File: src/include/load_shaper_regs.svh
// What this block does
// RL1 - ramp begins at the start load
// RL2 - load steps by step size per duration
// RL3 - ramp ends at end load, reported
// RL4 - millisecond step units up to 100G
// RL5 - after ramp: keep, repeat or invert
// RL6 - constant size uses start size always; with bursts on, frames use burst_frame_size instead
// RL7 - stepped size advances per duration seconds
// RL8 - continuous duration repeats step sequence
// RL9 - seconds duration stops after total time
// RL10 - frame duration stops at frame count
// RL11 - random size uniform start to end
// RL12 - incremental size grows one byte
// RL13 - at 400G only constant and random
// RL14 - size excludes preamble and gap
// RL15 - tiny frames on sfp may underfill
// RL16 - twelve byte gap means full load
// RL17 - burst mode sends only bursts
// RL18 - burst off, fixed or ramped
// RL19 - burst count limit stops stream
// RL20 - gap length is mean burst spacing
// RL21 - fixed burst length from duty, period
// RL22 - ramped burst length follows ramp mode
// RL23 - burst frame counts size plus twenty
// RL24 - settings change only at frame boundary
`ifndef LOAD_SHAPER_REGS_SVH
`define LOAD_SHAPER_REGS_SVH
`define CLK_HZ         20000000
`define MS_CYCLES      (`CLK_HZ / 1000)
`define SEC_CYCLES     `CLK_HZ
`define OVERHEAD_BYTES 16'h0014
`define FULL_IFG_BYTES 16'h000C
`define LFSR_SEED      16'hACE1
`endif

File: src/include/load_shaper_pkg.sv
`default_nettype none
package load_shaper_pkg;
   typedef enum logic [1:0] {
      RAMP_KEEP   = 2'h0,
      RAMP_REPEAT = 2'h1,
      RAMP_INVERT = 2'h2
   } ramp_mode_e;
   typedef enum logic [1:0] {
      SIZE_CONST = 2'h0,
      SIZE_STEP  = 2'h1,
      SIZE_RAND  = 2'h2,
      SIZE_INCR  = 2'h3
   } size_mode_e;
   typedef enum logic [1:0] {
      DUR_CONT   = 2'h0,
      DUR_SECS   = 2'h1,
      DUR_FRAMES = 2'h2
   } dur_mode_e;
   typedef enum logic [1:0] {
      BURST_OFF   = 2'h0,
      BURST_FIXED = 2'h1,
      BURST_RAMP  = 2'h2
   } burst_mode_e;
   typedef struct packed {
      logic [15:0] size;
      logic [15:0] gap;
      logic        burst_first;
   } frame_desc_s;
endpackage : load_shaper_pkg
`default_nettype wire

File: src/rtl/ethernet_traffic_load_shaper.sv
`include "load_shaper_regs.svh"
`default_nettype none
module ethernet_traffic_load_shaper (
   // clock and reset
   input  wire  logic                       ref_clk,
   input  wire  logic                       sys_rst,
   // run control
   input  wire  logic                       run,
   input  wire  logic                       rate_400g,
   input  wire  logic                       rate_le_100g,
   // line load ramp, load as an average gap in bytes
   input  wire  logic                       ramp_enable,
   input  wire  logic [15:0]                load_start,
   input  wire  logic [15:0]                load_end,
   input  wire  logic [15:0]                load_step,
   input  wire  logic [15:0]                step_duration,
   input  wire  logic                       msec_ramp,
   input  wire  load_shaper_pkg::ramp_mode_e ramp_mode,
   // frame size sequencing
   input  wire  load_shaper_pkg::size_mode_e size_mode,
   input  wire  logic [15:0]                size_start,
   input  wire  logic [15:0]                size_end,
   input  wire  logic [15:0]                size_step,
   input  wire  logic [15:0]                size_duration,
   input  wire  load_shaper_pkg::dur_mode_e  dur_mode,
   input  wire  logic [31:0]                dur_value,
   // bursts
   input  wire  load_shaper_pkg::burst_mode_e burst_mode,
   input  wire  logic                       burst_select,
   input  wire  logic                       burst_limit_en,
   input  wire  logic [15:0]                burst_count_limit,
   input  wire  logic [15:0]                burst_length,
   input  wire  logic                       burst_use_duty,
   input  wire  logic [15:0]                burst_period_bytes,
   input  wire  logic [7:0]                 burst_duty_pct,
   input  wire  logic [15:0]                burst_start,
   input  wire  logic [15:0]                burst_end,
   input  wire  logic [15:0]                burst_gap,
   input  wire  logic [15:0]                burst_frame_size,
   // frame descriptor stream
   output logic                             desc_valid,
   output load_shaper_pkg::frame_desc_s      desc_data,
   input  wire  logic                       desc_ready,
   // status
   output logic [15:0]                      load_now,
   output logic [15:0]                      load_setting,
   output logic                             stopped
);

   // ****************
   // helpers
   // ****************

   // one step of a level toward a target, clamped so it never overshoots
   function automatic logic [15:0] step_toward(input logic [15:0] cur,
      input logic [15:0] tgt, input logic [15:0] stp);
      logic [16:0] s;
      s = 17'h00000;
      if (cur < tgt) begin
         s = {1'b0, cur} + {1'b0, stp};
         step_toward = (s >= {1'b0, tgt}) ? tgt : s[15:0];
      end else begin
         step_toward = (cur - tgt <= stp) ? tgt : cur - stp;
      end
   endfunction : step_toward

   // frames that fit one duty window plus one more, each frame costing size plus overhead
   function automatic logic [15:0] duty_frames(input logic [15:0] per,
      input logic [7:0] pct, input logic [15:0] fsz);
      logic [31:0] on_bytes;
      logic [16:0] cost;
      on_bytes = ({16'h0000, per} * {24'h000000, pct}) / 32'h00000064;
      // RL23 burst frame cost
      cost = {1'b0, fsz} + {1'b0, `OVERHEAD_BYTES};
      duty_frames = 16'((on_bytes / {15'h0000, cost}) + 32'h00000001);
   endfunction : duty_frames

   // ****************
   // time bases
   // ****************
   logic [31:0] ms_cnt_ff;
   logic [15:0] ms_in_sec_ff;
   logic        ms_tick;
   logic        sec_tick;
   assign ms_tick  = (ms_cnt_ff == 32'(`MS_CYCLES - 1));
   assign sec_tick = ms_tick && (ms_in_sec_ff == 16'h03E7);

   // free millisecond and second enables while running
   always_ff @(posedge ref_clk) begin
      if (sys_rst || !run) begin
         ms_cnt_ff    <= 32'h0;
         ms_in_sec_ff <= 16'h0000;
      end else if (ms_tick) begin
         ms_cnt_ff    <= 32'h0;
         ms_in_sec_ff <= (ms_in_sec_ff == 16'h03E7) ? 16'h0000
                                                     : ms_in_sec_ff + 16'h0001;
      end else begin
         ms_cnt_ff <= ms_cnt_ff + 32'h1;
      end
   end

   // RL4 ms units only allowed at 100G or less
   logic step_tick;
   assign step_tick = (msec_ramp && rate_le_100g) ? ms_tick : sec_tick;

   // ****************
   // frame boundary: one descriptor is accepted by the buffer
   // ****************
   logic        in_ready;
   logic        in_valid;
   logic        fire;
   logic        stopped_ff;
   assign fire = in_valid && in_ready;

   // ****************
   // line load ramp
   // ****************
   logic [15:0] load_ff;
   logic [15:0] ramp_lo_ff;
   logic [15:0] ramp_hi_ff;
   logic [15:0] load_hold_ff;
   logic        load_due_ff;

   // RL2 dwell counter per level
   always_ff @(posedge ref_clk) begin
      if (sys_rst || !run) begin
         load_hold_ff <= 16'h0000;
         load_due_ff  <= 1'b0;
      end else begin
         if (step_tick) begin
            if (load_hold_ff + 16'h0001 >= step_duration) begin
               load_hold_ff <= 16'h0000;
               load_due_ff  <= 1'b1;
            end else begin
               load_hold_ff <= load_hold_ff + 16'h0001;
            end
         end
         // RL24 step taken at frame boundary
         if (fire && load_due_ff) begin
            load_due_ff <= 1'b0;
         end
      end
   end

   // RL1 RL2 RL3 RL5 ramp stepping and continuation
   always_ff @(posedge ref_clk) begin
      if (sys_rst || !run) begin
         load_ff    <= ramp_enable ? load_start : load_end;
         ramp_lo_ff <= load_start;
         ramp_hi_ff <= load_end;
      end else if (ramp_enable && fire && load_due_ff) begin
         if (load_ff != ramp_hi_ff) begin
            load_ff <= step_toward(load_ff, ramp_hi_ff, load_step);
         end else begin
            case (ramp_mode)
               load_shaper_pkg::RAMP_REPEAT: load_ff <= ramp_lo_ff;
               load_shaper_pkg::RAMP_INVERT: begin
                  ramp_lo_ff <= ramp_hi_ff;
                  ramp_hi_ff <= ramp_lo_ff;
                  load_ff    <= step_toward(load_ff, ramp_lo_ff, load_step);
               end
               default: load_ff <= load_ff;
            endcase
         end
      end
   end

   // ****************
   // frame size sequencing
   // ****************
   logic [15:0] size_ff;
   logic [15:0] size_hold_ff;
   logic [31:0] elapsed_ff;
   logic [31:0] frames_ff;
   logic [15:0] lfsr_ff;
   logic [15:0] span;
   logic [15:0] rand_size;
   load_shaper_pkg::size_mode_e eff_mode;

   // RL13 only constant and random at 400G
   always_comb begin
      eff_mode = size_mode;
      if (rate_400g && (size_mode == load_shaper_pkg::SIZE_STEP ||
                        size_mode == load_shaper_pkg::SIZE_INCR)) begin
         eff_mode = load_shaper_pkg::SIZE_CONST;
      end
   end

   // RL11 uniform pick in start..end
   assign span      = size_end - size_start + 16'h0001;
   assign rand_size = size_start +
                      16'(({16'h0000, lfsr_ff} * {16'h0000, span}) >> 16);

   // pseudo random source, advanced per frame
   always_ff @(posedge ref_clk) begin
      if (sys_rst) begin
         lfsr_ff <= `LFSR_SEED;
      end else if (fire) begin
         lfsr_ff <= {lfsr_ff[14:0],
                     lfsr_ff[15] ^ lfsr_ff[13] ^ lfsr_ff[12] ^ lfsr_ff[10]};
      end
   end

   // RL6 RL7 RL8 RL12 size per frame
   always_ff @(posedge ref_clk) begin
      if (sys_rst || !run) begin
         size_ff      <= size_start;
         size_hold_ff <= 16'h0000;
      end else begin
         case (eff_mode)
            load_shaper_pkg::SIZE_STEP: begin
               if (sec_tick) begin
                  if (size_hold_ff + 16'h0001 >= size_duration) begin
                     size_hold_ff <= 16'h0000;
                     // RL8 wrap to start
                     size_ff <= (size_ff >= size_end) ? size_start
                              : step_toward(size_ff, size_end, size_step);
                  end else begin
                     size_hold_ff <= size_hold_ff + 16'h0001;
                  end
               end
            end
            load_shaper_pkg::SIZE_INCR: begin
               if (fire) begin
                  size_ff <= (size_ff >= size_end) ? size_start
                                                   : size_ff + 16'h0001;
               end
            end
            load_shaper_pkg::SIZE_RAND: begin
               if (fire) begin
                  size_ff <= rand_size;
               end
            end
            default: size_ff <= size_start;
         endcase
      end
   end

   // RL9 RL10 elapsed time and frame counts
   always_ff @(posedge ref_clk) begin
      if (sys_rst || !run) begin
         elapsed_ff <= 32'h0;
         frames_ff  <= 32'h0;
      end else begin
         if (sec_tick) begin
            elapsed_ff <= elapsed_ff + 32'h1;
         end
         if (fire) begin
            frames_ff <= frames_ff + 32'h1;
         end
      end
   end

   // ****************
   // bursts
   // ****************
   logic [15:0] burst_len_ff;
   logic [15:0] burst_lo_ff;
   logic [15:0] burst_hi_ff;
   logic [15:0] in_burst_ff;
   logic [15:0] bursts_ff;
   logic [15:0] fixed_len;
   logic        burst_on;
   logic        last_in_burst;
   logic [15:0] rgap;
   assign burst_on  = burst_select && !rate_400g;
   // RL21 length from duty and period
   assign fixed_len = burst_use_duty
                    ? duty_frames(burst_period_bytes, burst_duty_pct,
                                  burst_frame_size)
                    : burst_length;
   assign last_in_burst = (in_burst_ff + 16'h0001 >= burst_len_ff);
   // RL20 gap drawn around its mean, 0..2x
   assign rgap = 16'(({16'h0000, lfsr_ff} * {15'h0000, burst_gap, 1'b0})
                     >> 16);

   // RL18 RL19 RL22 burst length and count
   always_ff @(posedge ref_clk) begin
      if (sys_rst || !run) begin
         burst_len_ff <= (burst_mode == load_shaper_pkg::BURST_RAMP)
                       ? burst_start : fixed_len;
         burst_lo_ff  <= burst_start;
         burst_hi_ff  <= burst_end;
         in_burst_ff  <= 16'h0000;
         bursts_ff    <= 16'h0000;
      end else if (burst_on && fire) begin
         if (last_in_burst) begin
            in_burst_ff <= 16'h0000;
            bursts_ff   <= bursts_ff + 16'h0001;
            // RL24 new length at burst boundary
            if (burst_mode == load_shaper_pkg::BURST_RAMP) begin
               if (burst_len_ff != burst_hi_ff) begin
                  burst_len_ff <= step_toward(burst_len_ff, burst_hi_ff,
                                              16'h0001);
               end else begin
                  case (ramp_mode)
                     load_shaper_pkg::RAMP_REPEAT: burst_len_ff <= burst_lo_ff;
                     load_shaper_pkg::RAMP_INVERT: begin
                        burst_lo_ff <= burst_hi_ff;
                        burst_hi_ff <= burst_lo_ff;
                     end
                     default: burst_len_ff <= burst_len_ff;
                  endcase
               end
            end else begin
               burst_len_ff <= fixed_len;
            end
         end else begin
            in_burst_ff <= in_burst_ff + 16'h0001;
         end
      end
   end

   // ****************
   // stop conditions
   // ****************
   logic stop_now;
   always_comb begin
      stop_now = 1'b0;
      if (burst_on) begin
         // RL18 off stops the stream
         if (burst_mode == load_shaper_pkg::BURST_OFF) begin
            stop_now = 1'b1;
         end
         // RL19 count limit reached
         if (burst_limit_en && bursts_ff >= burst_count_limit) begin
            stop_now = 1'b1;
         end
      end else if (eff_mode == load_shaper_pkg::SIZE_STEP) begin
         if (dur_mode == load_shaper_pkg::DUR_SECS &&
             elapsed_ff >= dur_value) begin
            stop_now = 1'b1;
         end
         if (dur_mode == load_shaper_pkg::DUR_FRAMES &&
             frames_ff >= dur_value) begin
            stop_now = 1'b1;
         end
      end
   end

   // latched so a stop is never undone mid-run
   always_ff @(posedge ref_clk) begin
      if (sys_rst || !run) begin
         stopped_ff <= 1'b0;
      end else if (stop_now) begin
         stopped_ff <= 1'b1;
      end
   end

   // ****************
   // descriptor build and two-entry buffer
   // ****************
   load_shaper_pkg::frame_desc_s in_desc;
   assign in_valid = run && !stopped_ff && !stop_now;
   always_comb begin
      // RL14 size excludes preamble and gap
      in_desc.size        = size_ff;
      // RL16 RL17 gap is load gap; in bursts 12 bytes, or burst gap after the last frame
      in_desc.gap         = load_ff;
      in_desc.burst_first = burst_on && (in_burst_ff == 16'h0000);
      if (burst_on) begin
         in_desc.size = burst_frame_size;
         in_desc.gap  = last_in_burst ? rgap : `FULL_IFG_BYTES;
      end
   end

   load_shaper_pkg::frame_desc_s buf_ff [2];
   logic [1:0] cnt_ff;
   logic       rd_ff;
   logic       wr_ff;
   logic       pop;
   assign in_ready = (cnt_ff != 2'h2);
   assign pop      = (cnt_ff != 2'h0) && (!desc_valid || desc_ready);

   // storage: stalls on the output fill it, then refuse the input
   always_ff @(posedge ref_clk) begin
      if (sys_rst) begin
         cnt_ff <= 2'h0;
         rd_ff  <= 1'b0;
         wr_ff  <= 1'b0;
      end else begin
         if (fire) begin
            buf_ff[wr_ff] <= in_desc;
            wr_ff         <= ~wr_ff;
         end
         if (pop) begin
            rd_ff <= ~rd_ff;
         end
         cnt_ff <= cnt_ff + {1'b0, fire} - {1'b0, pop};
      end
   end

   // registered outputs
   always_ff @(posedge ref_clk) begin
      if (sys_rst) begin
         desc_valid   <= 1'b0;
         desc_data    <= '0;
         load_now     <= 16'h0000;
         load_setting <= 16'h0000;
         stopped      <= 1'b0;
      end else begin
         // output word refilled only when empty or taken
         if (!desc_valid || desc_ready) begin
            desc_valid <= (cnt_ff != 2'h0);
            desc_data  <= buf_ff[rd_ff];
         end
         load_now     <= load_ff;
         // RL3 end load reported
         load_setting <= load_end;
         stopped      <= stopped_ff;
      end
   end

endmodule : ethernet_traffic_load_shaper
`default_nettype wire

File: config.mk
export PLATFORM = sky130hd
export DESIGN_NAME = ethernet_traffic_load_shaper
export DESIGN_NICKNAME = d
export VERILOG_FILES = /design/src/include/load_shaper_pkg.sv /design/src/rtl/ethernet_traffic_load_shaper.sv
export VERILOG_INCLUDE_DIRS = /design/src /design/src/include
export SDC_FILE = /design/constraint.sdc
export NUM_CORES = 2
export LEC_CHECK = 0
export CAP_MARGIN = 25
export CELL_PAD_IN_SITES_DETAIL_PLACEMENT = 1
export CELL_PAD_IN_SITES_GLOBAL_PLACEMENT = 1
export CORE_UTILIZATION = 50
export DETAILED_ROUTE_END_ITERATION = 10
export DONT_BUFFER_PORTS = 1
export PLACE_DENSITY = 0.8
export SYNTH_ARGS = -nofsm -noshare
export SYNTH_HDL_FRONTEND = slang
export SYNTH_SLANG_ARGS = --single-unit
File: constraint.sdc
create_clock -name ref_clk -period 189.5 [get_ports ref_clk]
set_input_delay 0 -clock ref_clk [delete_from_list [all_inputs] [get_ports ref_clk]]
set_output_delay 0 -clock ref_clk [all_outputs]
set_load 0.02 [all_outputs]
After elaboration in Yosys (flattened, before gate mapping):

Memory sizes are Yosys's and may differ from the RTL's. A register that Yosys moved wholly into a read port is not among the register bits.
Index checks and enable logic that the tools add are counted.
W data, S select, Z words.

* equality and inequality tests: 22
* order comparisons: 19
* add/sub/neg operators: 26
* div/mod/pow operators: 2
* reduce and logical (&&, ||, !) cells: 43
* bitwise gates (word level): 5
* mux-type cells: 70
* multiply operators: 3

Operator list (number)
* $mux W16: 56
* $add A16 B1 Y16 const B: 8
* $sub A16 B16 Y16: 7
* $add A32 B1 Y32 const B: 3
* $ge A16 B16 Y1: 5
* $ge A17 B16 Y1: 4
* $ge A32 B32 Y1: 2
* $lt A16 B16 Y1: 4
* $le A16 B16 Y1: 3
* $pmux W16 S3: 1
* $add A16 B16 Y17: 2
* $div A24 B7 Y32 const B: 1
* $div A32 B17 Y32: 1
* $eq A32 B15 Y1 const B: 1
* $mul A16 B16 Y32: 1
* $mux W32: 1
* $ne A16 B16 Y1: 2
* $pmux W16 S2: 1
* $mul A16 B16 Y31: 1
* $mul A16 B8 Y24: 1
* $add A16 B1 Y17 const B: 1
* $add A16 B5 Y17 const B: 1
* $add A16 B16 Y16: 1
* $eq A16 B10 Y1 const B: 1
* 26 further kinds: 81

* input bits: 299
* memory bits (writable): 66
* word-level logic and storage cells: 216
* memories: 1
* flip-flop bits (word level): 344
* output and inout bits: 67

Memory list
* buf_ff: depth 2, bits a word 33, read ports 1, clocked after memory_dff 1, write ports 1, line ethernet_traffic_load_shaper.sv:367 `load_shaper_pkg::frame_desc_s buf_ff [2];`

Longest topological paths before layout:

* depth after elaboration: 14
* gate-level depth with buffers: 591
* gate-level depth less buffers: 549

Least setup slack after synthesis:

No wires, ideal clock.

* kind: input-to-reg
* from: in burst_frame_size[2]
* to: reg burst_len_ff[10] (data pin)
* stages: 571
* arrival: 108701 ps
* setup slack: 80528 ps
* library setup time: 270 ps
* required time: 189230 ps
* path buffers: 48
* cell sequence: ha_1 -> nor2_1 -> nor3b_1 -> xnor2_1 -> nand3_1 -> nor4bb_1 -> and4_1 -> and2_1 -> ha_1 -> o21a_1 -> nor2_1 -> nor2b_1 -> o21ai_0 -> nor2b_1 -> mux2_2 -> nor2_1 -> ha_1 -> a21oi_1 -> [... 535 more ...] -> nor2b_1 -> o21ai_0 -> nand2b_1 -> a21oi_1 -> nor2b_1 -> o21ai_0 -> nand2b_1 -> a2111oi_0 -> nand3_1 -> a2111oi_1 -> and4_1 -> inv_2 -> ha_1 -> nand3_1 -> nor2_1 -> xor2_1 -> mux2i_1 -> a21oi_1

* cells in the longest elaborated chain, start to end: 8
* elaborated cells between the ends (all ways): 9
* those cells by class: add/sub (2); div (1); mux (6)

Ends and longest elaborated chain
* start: declaration: line ethernet_traffic_load_shaper.sv:39 `input wire logic [15:0] burst_frame_size,`
* $add A16 B5 Y17 *: line ethernet_traffic_load_shaper.sv:74 `` cost = {1'b0, fsz} + {1'b0, `OVERHEAD_BYTES}; ``
* $div A32 B17 Y32 *: line ethernet_traffic_load_shaper.sv:75 `duty_frames = 16'((on_bytes / {15'h0000, cost}) + 32'h00000001);`
* $add A16 B1 Y16 *: line ethernet_traffic_load_shaper.sv:75
* $mux W16 *: line ethernet_traffic_load_shaper.sv:269 `? duty_frames(burst_period_bytes, burst_duty_pct,`
* $mux W16: line ethernet_traffic_load_shaper.sv:291 `if (burst_mode == load_shaper_pkg::BURST_RAMP) begin`
* $mux W16: line ethernet_traffic_load_shaper.sv:287 `if (last_in_burst) begin`
* $mux W16: line ethernet_traffic_load_shaper.sv:286 `end else if (burst_on && fire) begin`
* $mux W16 *: line ethernet_traffic_load_shaper.sv:279 `if (sys_rst || !run) begin`
* end signal: assignment: line ethernet_traffic_load_shaper.sv:280 `burst_len_ff <= (burst_mode == load_shaper_pkg::BURST_RAMP)`
* end signal: assignment: line ethernet_traffic_load_shaper.sv:293 `burst_len_ff <= step_toward(burst_len_ff, burst_hi_ff,`
* end signal: assignment: line ethernet_traffic_load_shaper.sv:297 `load_shaper_pkg::RAMP_REPEAT: burst_len_ff <= burst_lo_ff;`
* end: declaration: line ethernet_traffic_load_shaper.sv:257 `logic [15:0] burst_len_ff;`

Every way passes the cells marked *; elsewhere a longest branch is shown, timed or not. The select of a mux whose other input is x is not followed.
A chain may end at the register's enable or synchronous reset.

Worst setup path in the final report:

Same ends and word-level chain as after synthesis.

==> metrics <==
chip height=390.5 um; drc violations=0; Layout area overhead=7.727%; Setup crit end=burst_len_ff[10]; count of cell types in the netlist=144; first-pass GRT wire length=about 420,000 um; min-delay worst type=in2reg; CTS tree=built; cell taking the most area after synthesis=ha_1; Die Wd=390.5 um; setup tns final=0 ns; Gate Count Post-Synth=9,430; status=completed; synth warn=0; Max H-tree Level=2; Async SR Flop Fraction=0%; Reg2Reg Depth=42; commonest non-fill, non-tap cell in the layout=ha_1; Final Cycle Share=62.68%; non-filler instance count after layout=between 10k and 15k; DR iter-0 viols=3,918; most frequent cells in the layout=ha_1, nand2_1, inv_1; Overflow after GRT=0; Mean Syn Cell Area=between 8 and 9 um2; FF-to-FF setup slack=between 150 and 200 ns; Root Buffer=clkbuf_16; Worst Skew=between 0.05 and 0.06 ns; final core utilization=54.27%; die area=0.1525 mm2; Clock Pin Slew Worst Setup and Hold Paths=0.06 ns; DP Cell Count=11.21k; Slowest-stage cell, CP=o21ai_1; Max Slew Vio Count=0; dpl hpwl=199,400 um; mux contribution to synthesized area=2.854%; IO Count=366; worst slew pin tran=1.093 ns; ranking of synthesized cells by area=ha_1, fa_1, edfxtp_1, dfxtp_1, nand2_1; nature of the critical path endpoint=register; relative slew slack=26.59%; Hold Fails Final Rpt=0; simple-gate share of the synthesized area=22.11%; GRT Util Overall=33.63%; GP Congestion=roughly 0.92; unrepaired setup endpoints after global routing=false; Clock Path Buffers=3; cell mode on critical path=o21a_1; CP startpoint=burst_frame_size[2]; RR Startpoint=lfsr_ff[10]; area share of xor/xnor cells in the synthesized design=5.696%; largest net degree at the start of global routing=between 90 and 100; initial antenna violation count=25; final setup vio count=0; main combinational cell family by area after synthesis=adder cells; Final nets=approximately 11k; Critical Path Max Stage Delay=0.79 ns; Clk Latency, worst-skew pair=0.68 ns; Post-synth EDFFs=178; DR vias/cell=6.153; synthesized flop and latch total=443; vias in the first global route=76.19k; post-synthesis sequential area ratio=14.11%; compound-cell area share of the yosys netlist=18.72%; Avg WL per Cell=22.72 um; critical path type=in2reg; maximum clock frequency=roughly 8.4 MHz; CP arrival=119.21 ns; DRT Wirelength=between 200,000 and 300,000 um; share of cells above drive strength 1=a little over 5%; Initial Utilization=between 50% and 60%; CTS Buf Count=50; worst-path fanout max=40; Tmin final=approximately 120 ns; Worst Setup Start Kind=input pin; Post-DRT Antenna Nets=0; ys flop type=dfxtp_1; Max Cap Viol=0; Post-Synth Adder-Cell Area=30.34%; post-CTS sizing=0; total number of vias=70.76k; Worst Path Required=between 150 and 200 ns; Sink Count=about 440; first-pass iteration count of the detailed router=5; total core area=0.1498 mm2; top cell type's share of synthesized area=between 10% and 20%; port bufs=0; Cell Rows=142; Critical R2R Capture=size_ff[15]; Synth Cell Area=0.07545 mm2
[flip-flops by register name (all words and copies together) (netlist names), 32 cells and up]
name,flops
buf_ff,66
desc_data,33
elapsed_ff,32
frames_ff,32
ms_cnt_ff,32
[worst max-delay path, delay by kind of cell]
| family | cells | cell delay [ns] |
|---|---|---|
| XOR/XNOR | 1 | 0.15 |
| AND/OR/NAND/NOR | 101 | 20.54 |
| AO/OA/AOI/OAI | 386 | 81.80 |
| multiplexers | 4 | 1.33 |
| adder cells (fa/ha/maj) | 31 | 9.38 |
| buffers and inverters | 20 | 5.70 |
[how the worst min path moves through the flow]
stage	slack, ns	startpoint	to	cells after the start
finish	0.04	rate_400g	buf_ff[0][4]	3
global route	0.07	ramp_mode[1]	load_ff[13]	4
CTS	0.01	rate_400g	buf_ff[0][4]	3
detailed placement	0.08	sys_rst	load_now[4]	1
global placement	0.08	sys_rst	desc_data[31]	1
floorplan	0.13	load_end[0]	load_setting[0]	1
[through the flow]
step | instance area, um2 | hold WS (ns) | setup slack [ns]
after detailed placement | 77720 | 0.08321 | 72.79
after global routing | 81270 | 0.06907 | 61.56
after floorplan | 75500 | 0.1282 | 80.53
final | 81290 | 0.03995 | 70.72
after CTS | 81190 | 0.01184 | 72.03
after global placement | 77660 | 0.08338 | 78.01
[metal layers]
layer / routed length [um] / vias to the layer above / share of wire [%] / global-route usage, %
met5: 97 / - / 0.037 / 0
met4: 10040 / 14 / 3.8 / 12.72
met2: 129100 / 1870 / 49 / 59.88
met1: 107500 / 35420 / 41 / 40.52
met3: 14450 / 609 / 5.5 / 5.061
li1: - / 32840 / - / -
[layout make-up]
type | count | area, um2
timing repair buffer | 279 | 2576
clock buffer | 76 | 1588
tap | 2016 | 2522
inverter | 868 | 3258
sequential | 443 | 10650
antenna | 21 | 52.55
clock inverter | 18 | 176.4
multi-input combinational | 7779 | 60460
fill | 18260 | 68490
[cells in the mapped netlist, drive strengths merged, types with 178 or more instances]
master,instances
nor3,381
xnor2,233
o21a,362
o21ai,436
clkbuf,296
ha,1064
nor2,775
a21oi,479
xor2,253
nand2,1006
edfxtp,178
and2,293
inv,866
dfxtp,265
fa,478
[timing repair]
action,4_1_cts,5_1_grt
hold buffers,169,0
endpoints found under the hold margin,326,0
setup buffers,0,0
[logic make-up after synthesis]
logic type,after synthesis
AO/OA/AOI/OAI,2106
XOR/XNOR,486
adder cells (fa/ha/maj),1543
buffers and inverters,1221
flip-flops,443
multiplexers,203
other,1
AND/OR/NAND/NOR,3427
Power is left out: the tool's default activity adds up to more than one toggle a clock period on the data nets, which glitch-free logic cannot reach.
